`config.mk`:
```
export PLATFORM = sky130hd
export DESIGN_NAME = line_ident_regs
export DESIGN_NICKNAME = d
export VERILOG_FILES = /design/src/core/line_ident_pkg.sv /design/src/core/line_check_fsm.sv /design/src/core/line_ident_regs.sv
export SDC_FILE = /design/constraint.sdc
export NUM_CORES = 1
export LEC_CHECK = 0
export ABC_CLOCK_PERIOD_IN_PS = 1700
export BUFFER_PORTS_ARGS = -buffer_cell sky130_fd_sc_hd__buf_2
export CAP_MARGIN = 0
export CORE_MARGIN = 2
export CORE_UTILIZATION = 51
export DETAILED_ROUTE_END_ITERATION = 10
export PLACE_DENSITY = 0.84
export SETUP_SLACK_MARGIN = 0.02
export SLEW_MARGIN = 5
export SYNTH_ARGS = -nofsm -noshare
export SYNTH_HDL_FRONTEND = slang
export SYNTH_SLANG_ARGS = --single-unit
```
`constraint.sdc`:
```
create_clock -name clk_sys -period 1.7 [get_ports clk_sys]
set_input_delay 0.34 -clock clk_sys [delete_from_list [all_inputs] [get_ports clk_sys]]
set_output_delay 0.34 -clock clk_sys [all_outputs]
set_load 0.005 [all_outputs]
```
`src/core/line_ident_pkg.sv`:
```
// Constants for the line-side identification and validation registers
package line_ident_pkg;
  localparam logic [7:0] ADDR_IDENT_GAIN = 8'h0d;
  localparam logic [7:0] ADDR_VALIDATION = 8'h0e;
  localparam logic [7:0] ADDR_GAIN_CTRL = 8'h0f;
  localparam int VARIANT_BIT = 6;
  localparam int REV_HI = 5;
  localparam int REV_LO = 2;
  localparam int RX_BOOST_BIT = 1;
  localparam int TX_CUT_BIT = 0;
  localparam int PENDING_BIT = 2;
  localparam int RUNNING_BIT = 1;
  localparam int RESULT_BIT = 0;
  localparam logic [7:0] VALIDATION_RESET = 8'h04;
  localparam logic [7:0] GAIN_CTRL_RESET = 8'h00;
  localparam logic [1:0] LEGACY_RESET = 2'h0;
  // Check duration in ns, and its cycle count at 5 ns per cycle
  localparam int CHECK_TIME_NS = 1000;
  localparam int CLK_PERIOD_NS = 5;
  localparam int CHECK_CYCLES = (CHECK_TIME_NS + CLK_PERIOD_NS - 1) / CLK_PERIOD_NS;
  localparam int CNT_W = 16;
endpackage

```
`src/core/line_check_fsm.sv`:
```
// Automatic line-side part verification sequencer
module line_check_fsm
  import line_ident_pkg::*;
#(
  parameter int CYCLES = CHECK_CYCLES
) (
  input wire logic clk_sys,
  input wire logic sys_rst,
  input wire logic line_enable,
  input wire logic part_ok,
  output logic pending,
  output logic running,
  output logic bad_part
);
  typedef enum logic [2:0] {
    ST_IDLE = 3'b001,
    ST_RUN = 3'b010,
    ST_DONE = 3'b100
  } check_state_t;

  check_state_t state_reg;
  logic [CNT_W-1:0] cnt_reg;
  logic bad_reg;

  // One check per reset: re-enabling the line side does not recheck
  always_ff @(posedge clk_sys or posedge sys_rst) begin
    if (sys_rst) begin
      state_reg <= ST_IDLE;
    end else begin
      case (state_reg)
        ST_IDLE: if (line_enable) state_reg <= ST_RUN;
        ST_RUN: if (cnt_reg == CNT_W'(CYCLES - 1)) state_reg <= ST_DONE;
        default: state_reg <= state_reg;
      endcase
    end
  end

  always_ff @(posedge clk_sys or posedge sys_rst) begin
    if (sys_rst) begin
      cnt_reg <= '0;
    end else if (state_reg == ST_RUN) begin
      cnt_reg <= cnt_reg + CNT_W'(1);
    end
  end

  // Result is sampled as the check ends
  always_ff @(posedge clk_sys or posedge sys_rst) begin
    if (sys_rst) begin
      bad_reg <= 1'b0;
    end else if (state_reg == ST_RUN && cnt_reg == CNT_W'(CYCLES - 1)) begin
      bad_reg <= ~part_ok;
    end
  end

  assign pending = (state_reg != ST_DONE);
  assign running = (state_reg == ST_RUN);
  assign bad_part = bad_reg;
endmodule

```
`src/core/line_ident_regs.sv`:
```
// Identification, legacy gain and validation register bank
// Contract
// - Ident holds domestic/international variant bit
// - Ident reports read-only four-bit revision
// - Receive-boost bit adds 6 dB receive gain
// - Transmit-cut bit applies 3 dB attenuation
// - First enable starts automatic part check
// - Pending bit reads 1 until checked
// - Running bit reads 1 during check
// - Result 0 correct part, 1 wrong
// - Wrong part blocks data, registers still work
// - Validation register resets to 0x04
// - Gain and mute register resets to zero
module line_ident_regs
  import line_ident_pkg::*;
#(
  parameter int CHECK_LEN = CHECK_CYCLES
) (
  input wire logic clk_sys,
  input wire logic sys_rst,
  input wire logic [7:0] reg_addr,
  input wire logic [7:0] reg_wdata,
  input wire logic reg_wr,
  input wire logic reg_rd,
  output logic [7:0] reg_rdata,
  input wire logic line_enable,
  input wire logic line_variant_bit,
  input wire logic [3:0] line_chip_revision,
  input wire logic part_ok,
  output logic legacy_rx_boost,
  output logic legacy_tx_cut,
  output logic [2:0] rx_gain_field,
  output logic [2:0] tx_atten_field,
  output logic rx_mute,
  output logic tx_mute,
  output logic check_running,
  output logic data_enable
);
  logic ident_wr;
  logic gain_wr;

  logic ident_rd;
  logic val_rd;
  logic gain_rd;

  logic rx_boost_reg;
  logic tx_cut_reg;

  logic tx_mute_reg;
  logic [2:0] tx_atten_reg;
  logic rx_mute_reg;
  logic [2:0] rx_gain_reg;

  logic [7:0] ident_img;
  logic [7:0] val_img;
  logic [7:0] gain_img;
  logic [7:0] rdata_next;
  logic [7:0] rdata_reg;

  logic pending;
  logic bad_part;

  // Address decode is shared by the write path and the read path
  function automatic logic is_ident(
    input logic [7:0] addr
  );
    return addr == ADDR_IDENT_GAIN;
  endfunction

  function automatic logic is_validation(
    input logic [7:0] addr
  );
    return addr == ADDR_VALIDATION;
  endfunction

  function automatic logic is_gain(
    input logic [7:0] addr
  );
    return addr == ADDR_GAIN_CTRL;
  endfunction

  // Images start from zero so reserved positions never leak a value
  function automatic logic [7:0] ident_image(
    input logic variant,
    input logic [3:0] revision,
    input logic boost,
    input logic cut
  );
    logic [7:0] img;
    img = 8'h00;
    img[VARIANT_BIT] = variant;
    img[REV_HI:REV_LO] = revision;
    img[RX_BOOST_BIT] = boost;
    img[TX_CUT_BIT] = cut;
    return img;
  endfunction

  function automatic logic [7:0] validation_image(
    input logic chk_pending,
    input logic chk_running,
    input logic chk_bad
  );
    logic [7:0] img;
    img = 8'h00;
    img[PENDING_BIT] = chk_pending;
    img[RUNNING_BIT] = chk_running;
    img[RESULT_BIT] = chk_bad;
    return img;
  endfunction

  function automatic logic [7:0] gain_image(
    input logic txm,
    input logic [2:0] txa,
    input logic rxm,
    input logic [2:0] rxg
  );
    return {txm, txa, rxm, rxg};
  endfunction

  // The gate opens only once a finished check found the right part
  function automatic logic gate_open(
    input logic chk_pending,
    input logic chk_running,
    input logic chk_bad
  );
    return !chk_pending && !chk_running && !chk_bad;
  endfunction

  line_check_fsm #(
    .CYCLES(CHECK_LEN)
  ) u_check (
    .clk_sys(clk_sys),
    .sys_rst(sys_rst),
    .line_enable(line_enable),
    .part_ok(part_ok),
    .pending(pending),
    .running(check_running),
    .bad_part(bad_part)
  );

  // Writes to the validation register or unmapped addresses decode to nothing
  assign ident_wr = reg_wr && is_ident(reg_addr);
  assign gain_wr = reg_wr && is_gain(reg_addr);
  assign ident_rd = reg_rd && is_ident(reg_addr);
  assign val_rd = reg_rd && is_validation(reg_addr);
  assign gain_rd = reg_rd && is_gain(reg_addr);

  // Only the two legacy bits of the ident register take writes
  always_ff @(posedge clk_sys or posedge sys_rst) begin
    if (sys_rst) begin
      rx_boost_reg <= LEGACY_RESET[1];
    end else if (ident_wr) begin
      rx_boost_reg <= reg_wdata[RX_BOOST_BIT];
    end
  end

  always_ff @(posedge clk_sys or posedge sys_rst) begin
    if (sys_rst) begin
      tx_cut_reg <= LEGACY_RESET[0];
    end else if (ident_wr) begin
      tx_cut_reg <= reg_wdata[TX_CUT_BIT];
    end
  end

  // Legacy bits and gain fields are stored apart; keeping them exclusive is up to software
  always_ff @(posedge clk_sys or posedge sys_rst) begin
    if (sys_rst) begin
      tx_mute_reg <= GAIN_CTRL_RESET[7];
    end else if (gain_wr) begin
      tx_mute_reg <= reg_wdata[7];
    end
  end

  always_ff @(posedge clk_sys or posedge sys_rst) begin
    if (sys_rst) begin
      tx_atten_reg <= GAIN_CTRL_RESET[6:4];
    end else if (gain_wr) begin
      tx_atten_reg <= reg_wdata[6:4];
    end
  end

  always_ff @(posedge clk_sys or posedge sys_rst) begin
    if (sys_rst) begin
      rx_mute_reg <= GAIN_CTRL_RESET[3];
    end else if (gain_wr) begin
      rx_mute_reg <= reg_wdata[3];
    end
  end

  always_ff @(posedge clk_sys or posedge sys_rst) begin
    if (sys_rst) begin
      rx_gain_reg <= GAIN_CTRL_RESET[2:0];
    end else if (gain_wr) begin
      rx_gain_reg <= reg_wdata[2:0];
    end
  end

  assign ident_img = ident_image(
    line_variant_bit,
    line_chip_revision,
    rx_boost_reg,
    tx_cut_reg
  );
  assign val_img = validation_image(pending, check_running, bad_part);
  assign gain_img = gain_image(tx_mute_reg, tx_atten_reg, rx_mute_reg, rx_gain_reg);

  // Idle cycles and unmapped addresses read zero
  always_comb begin
    rdata_next = 8'h00;
    if (ident_rd) begin
      rdata_next = ident_img;
    end else if (val_rd) begin
      rdata_next = val_img;
    end else if (gain_rd) begin
      rdata_next = gain_img;
    end
  end

  // Read data stands only in the cycle after the strobe
  always_ff @(posedge clk_sys or posedge sys_rst) begin
    if (sys_rst) begin
      rdata_reg <= 8'h00;
    end else begin
      rdata_reg <= rdata_next;
    end
  end

  assign reg_rdata = rdata_reg;
  assign legacy_rx_boost = rx_boost_reg;
  assign legacy_tx_cut = tx_cut_reg;
  assign tx_mute = tx_mute_reg;
  assign tx_atten_field = tx_atten_reg;
  assign rx_mute = rx_mute_reg;
  assign rx_gain_field = rx_gain_reg;
  // Data flows only after a passing check; the bus is never gated
  assign data_enable = gate_open(pending, check_running, bad_part);
endmodule
```
# Word level (Yosys, flattened, before mapping)
# Cells that the tools add are included.
dict set report op_classes {
  n_addsub 1
  n_mul 0
  n_div 0
  order_cmp 0
  n_eq_ne 9
  shift 0
  mux 6
  bitwise_logic 1
  reduce_logical 13
}
# cell count
set op_table {}
lappend op_table {{== test 8 x 4 -> 1 bit (second input constant)} 3}
lappend op_table {{2-to-1 mux 8 bit} 3}
lappend op_table {{adder 16 x 1 -> 16 bit (second input constant)} 1}
lappend op_table {{== test 16 x 8 -> 1 bit (second input constant)} 1}
lappend op_table {{logical AND 1 bit} 8}
lappend op_table {{2-to-1 mux 3 bit} 2}
lappend op_table {{one-hot mux 3 bit (2 select lines)} 1}
lappend op_table {{== test 3 x 1 -> 1 bit (second input constant)} 1}
lappend op_table {{== test 3 x 2 -> 1 bit (second input constant)} 1}
lappend op_table {{zero test 1 bit} 3}
lappend op_table {{!= test 3 bit (second input constant)} 1}
lappend op_table {{AND reduction 3 bit} 1}
lappend op_table {{!= test 2 x 1 -> 1 bit (second input constant)} 1}
lappend op_table {{!= test 2 bit (second input constant)} 1}
lappend op_table {{nonzero test 2 bit} 1}
lappend op_table {{NOT 1 bit} 1}
dict set report totals {
  ff_bits 38
  latch_bits 0
  ramBits 0
  romBits 0
  word_cells 40
  n_memories 0
}

# Depth between registers and ports, before layout
dict set report logic_depth {
  word_depth 5
  ltp_mapped 5
  ltp_nobuf 4
}

# Modules after synthesis
# A second synthesis with hierarchy kept.
dict set report unflattened {
  hier_cells 143
  hier_area_um2 1740.4
}
# mod instances cells_per_inst area_per_inst_um2
set modules_own_cells {}
lappend modules_own_cells {line_check_fsm 1 81 933.4}
lappend modules_own_cells {line_ident_regs 1 62 807.0}

# Worst setup path before layout
# Ideal clock, no wire load.
dict set report synth_timing {
  path_type {reg-to-reg}
  from {reg u_check.cnt_reg[3]}
  to {reg u_check.bad_reg, in the netlist u_check.bad_part}
  setup_time_ps 79
  arrival_ps 1314
  required_time_ps 1621
  path_slack_ps 306
  stages_incl_launch_ff 4
  path_buffers 0
  cell_sequence {dfrtp_1 > or4_4 > nor4_4 > mux2i_1}
}
dict set report synth_between {
  elab_chain_cells 2
}
# item line_no
set synth_lines {}
lappend synth_lines {{start, declared} line_check_fsm.sv:22} ;# logic [CNT_W-1:0] cnt_reg;
lappend synth_lines {{start signal, assigned} line_check_fsm.sv:42} ;# cnt_reg <= cnt_reg + CNT_W'(1);
lappend synth_lines {{== test 16 x 8 -> 1 bit} line_check_fsm.sv:50} ;# end else if (state_reg == ST_RUN && cnt_reg == CNT_W'(CYCLES - 1)) begin
lappend synth_lines {{logical AND 1 bit} line_check_fsm.sv:50}
lappend synth_lines {{end signal, assigned} line_check_fsm.sv:51} ;# bad_reg <= ~part_ok;
lappend synth_lines {{end, declared} line_check_fsm.sv:23} ;# logic bad_reg;
# Every way passes these cells.
# A chain may end at the register's enable or synchronous reset.

# Worst setup path after layout
dict set report layout_timing {
  from {reg u_check.state_reg[2]}
  to {out check_running}
}
dict set report layout_between {
  elab_chain_cells 1
}
# item line_no
set layout_lines {}
lappend layout_lines {{start, declared} line_check_fsm.sv:21} ;# check_state_t state_reg;
lappend layout_lines {{start signal, assigned} line_check_fsm.sv:33} ;# default: state_reg <= state_reg;
lappend layout_lines {{== test 3 x 2 -> 1 bit} line_check_fsm.sv:56} ;# assign running = (state_reg == ST_RUN);
lappend layout_lines {{end, declared} line_ident_regs.sv:36} ;# output logic check_running,
# Every way passes these cells.

==> run summary <==
After floorplanning, the core was divided into 20 placement rows. The net count of the finished layout was 223. The run gives 1.084 nW as the leakage power. In this run the power spent charging and discharging nets is 0.0003450 W.

Proportion of synthesized chip area in sequential cells: 56.66%. The class of the tightest hold or removal check was input port to asynchronous set/reset pin. Hold repair after CTS inserted 0 buffers. The clock network accounts for 32.0% of the total power.

For the count of cell types in the netlist, the log shows 30. The share of total power in combinational logic is 6.8%. Measured against its own limit, the worst slew margin works out to 69.10%. The cell taking the most area after synthesis was dfrtp_1. The run gives 1360 ps as the data required time at the worst endpoint. Between clock sinks in the finished design, the worst skew comes to 7.891 ps.

For this run, asynchronously set or reset flops after synthesis account for 100.0%. The logs give 5.492 mm for the wire length of the first global-routing pass and 5 for the number of buffers created by CTS. STA classifies the critical path startpoint as a flip-flop. The worst reg-to-reg setup slack is 120 ps, and the number of flops mapped to enable cells by yosys is 0. The initial antenna violation count is 0. Summing over every cut layer, the via total after detailed routing is 1267. Net switching is 22.84% of the power.

The post-detailed-route via-to-cell ratio is 5.279, and the internal power component is 0.001165 W. The routed length per instance was 14.02 um. Of all nets on the critical path, the largest fanout is 4.

The worst setup path is captured at an output pin. The tool flagged a number of max-cap violations equal to 0. The slack of the critical path was -7.288 ps; the count of warnings emitted by yosys was 0. Synthesis produced a netlist with a net count of 161. The final-report max-slew violation count was 0. Hold timing on the final database bottoms out at a slack of 97.38 ps. The clock tree synthesis step divided the H-tree into 2 levels. The finished layout holds 240 standard cells, fillers aside. The worst register-to-register path begins at u_check.state_reg[2]. The run gives 340 ps as the clock insertion delay at the later pin of the skew report. The run gives 0.4130 mV as the worst IR drop on VDD. The logs give 38 for the number of clock sinks and 1370 ps for the arrival time reported for the critical path endpoint. For this run, design rule violations remaining after detail routing come to 0.

The number of global-route vias before repair came out at 1266. The detailed placement HPWL is 2.523 mm. Setup repair after global routing could not meet its margin everywhere.

Clock-pin slew was measured on the worst setup and hold paths at 110 ps. Wires add up to 3.365 mm. The count of nets left with antenna violations after detail routing came out at 0. Final global-route overflow total: 0. The tools report the number of search-and-repair iterations in the first detailed-routing pass as 4. TritonCTS built the clock tree.

Derived from the worst setup path, the maximum achievable clock frequency is 0.5857 GHz. The run finished, with violations left. The run gives 226 as the number of placed instances, taps included.

The CTS root buffer is clkbuf_4. The floorplan step defined a die boundary enclosing 0.003770 mm^2. The most used flip-flop cell after synthesis is dfrtp_1. After technology mapping, the gate count stands at 133. 0 antenna diodes ended up in the layout. Global routing consumed, over all layers together, 20.40% of the routing resources. The die width works out to 61.40 um. Registers are responsible for 61.2% of the overall power.

The worst register-to-register path ends at u_check.bad_part. The run gives 0.8543 as the last weighted congestion value of the routability-driven placer. The clock period minus worst slack was 1707 ps; the top-area cell type share of the netlist area was 55.10%.

The post-placement worst setup slack is 146.3 ps, and the share of the clock period used by the worst path after layout is 100.4%. The fraction of final layout cells with drive strength greater than 1 is 45.92%. The checks that failed: negative setup slack.

The initial utilization of the core area, before any placement, comes to 54.15%. The layout overhead on the synthesized area was 25.84%; the slew of the pin with the lowest slew margin was 463.5 ps. Buffers placed on the I/O ports in this run total 46. Entering global routing, the biggest net connects 39 pins. Critical path start-end classification: flip-flop to output pin. The region available for standard cell placement spans 0.003103 mm^2. In this run the power density over the cells is 714.2 mW/mm^2. After synthesis, the mean cell area works out to 12.63 um^2. After synthesis, the cell types taking the most area are dfrtp_1 55%, mux2_2 9.4%, xnor2_1 5.7%. The register with the most flip-flops in the layout has 16 of them. Count of state elements after synthesis: 38. The run gives 0 as the number of failing hold endpoints at the final stage.

The run gives 76 as the first-iteration detailed-routing DRC count. The buffer depth of the longest clock path was 2. The logs give 1 for the number of failing setup endpoints in the final timing report and 0.001680 mm^2 for the area of the mapped netlist. The floorplan step set the die height to 61.40 um. Measured in cells, the most critical reg-to-reg path has a length of 5.

The filler cells instantiated in the layout total 230. The tools report the total I/O pin count as 47.
power groups by stage:
stage	sequential, W	clock (W)	combinational, W
2_1_floorplan	0.000941	0	0.0000403
3_3_place_gp	0.000941	0	0.0000986
3_5_place_dp	0.000941	0	0.000104
4_1_cts	0.000924	0.000500	0.000104
5_1_grt	0.000926	0.000544	0.000114
6_report	0.000924	0.000484	0.000102
final cells by class:
cell class | instances | area (um^2) | area share (%)
Sequential cell | 38 | 952.2 | 45.03
Multi-Input combinational cell | 89 | 709.4 | 33.55
Timing Repair Buffer | 56 | 319.1 | 15.09
Clock buffer | 7 | 55.05 | 2.604
Tap cell | 44 | 55.05 | 2.604
Inverter | 5 | 18.77 | 0.8876
Clock inverter | 1 | 5.005 | 0.2367
worst max path at each step:
stage                         to  slack, ps            startpoint  cells after the start
4_1_cts              data_enable        -60  u_check.state_reg[2]                      4
6_report           check_running         -7  u_check.state_reg[2]                      4
3_3_place_gp   tx_atten_field[1]        170           reg_addr[5]                      4
3_5_place_dp    rx_gain_field[2]        150           reg_addr[5]                      4
5_1_grt            check_running        -60  u_check.state_reg[2]                      4
2_1_floorplan   u_check.bad_part        310    u_check.cnt_reg[3]                      3
cell usage in the layout, fill, tap and decap left out, types with 2 or more instances in the layout:
cell type	Yosys	layout
buf_2	0	45
dfrtp_1	37	37
mux2_2	14	14
nor2_1	13	13
xnor2_1	11	11
buf_4	0	8
nand4_1	7	7
nand2_1	7	7
a22oi_1	7	7
nand3_1	5	5
inv_1	5	5
clkbuf_4	0	5
xor2_1	4	4
and4_1	3	3
buf_6	1	3
nor4_4	2	2
timing repair:
item | 4_1_cts | 5_1_grt
setup endpoints to repair | 2 | 2
hold endpoints to repair | 0 | 0
buffers inserted | 1 | 5
gates resized for setup | 4 | 1
pin swaps | 1 | 1
metrics by stage:
step | TNS, ps | power (W) | util (%) | cell area, um^2
CTS | -55.60 | 0.001528 | 66.81 | 2073
detailed placement | 0 | 0.001045 | 63.95 | 1984
floorplan | 0 | 0.0009811 | - | 1680
finish | -7.288 | 0.001510 | 68.15 | 2115
global route | -103.4 | 0.001584 | 68.15 | 2115
global placement | 0 | 0.001039 | 63.95 | 1984
routing by layer:
metal | global-route usage (%) | share of wire (%)
met3 | 4.202 | 6.3
met4 | 12.77 | 2.9
met1 | 22.83 | 44
met2 | 35.41 | 47
met5 | 0 | 0
cells in the mapped netlist (2+ instances only):
cell type,count
a22oi_1,7
and4_1,3
dfrtp_1,37
inv_1,5
mux2_2,14
nand2_1,7
nand3_1,5
nand4_1,7
nor2_1,13
nor4_4,2
xnor2_1,11
xor2_1,4
critical path, stage by stage, from the launching register on:
cell and delay (ps):
dfrtp_1 410, buf_6 130, nor3b_4 240, buf_6 160
buf_6 90
cell families after synthesis:
logic type	synth area share (%)
XOR/XNOR	7.818
AO/OA/AOI/OAI	4.021
flip-flops	56.66
multiplexers	9.978
adder cells (fa/ha/maj)	0.7445
buffers and inverters	1.787
AND/OR/NAND/NOR	18.99
No activity file was read; power rests on OpenSTA's default activity.
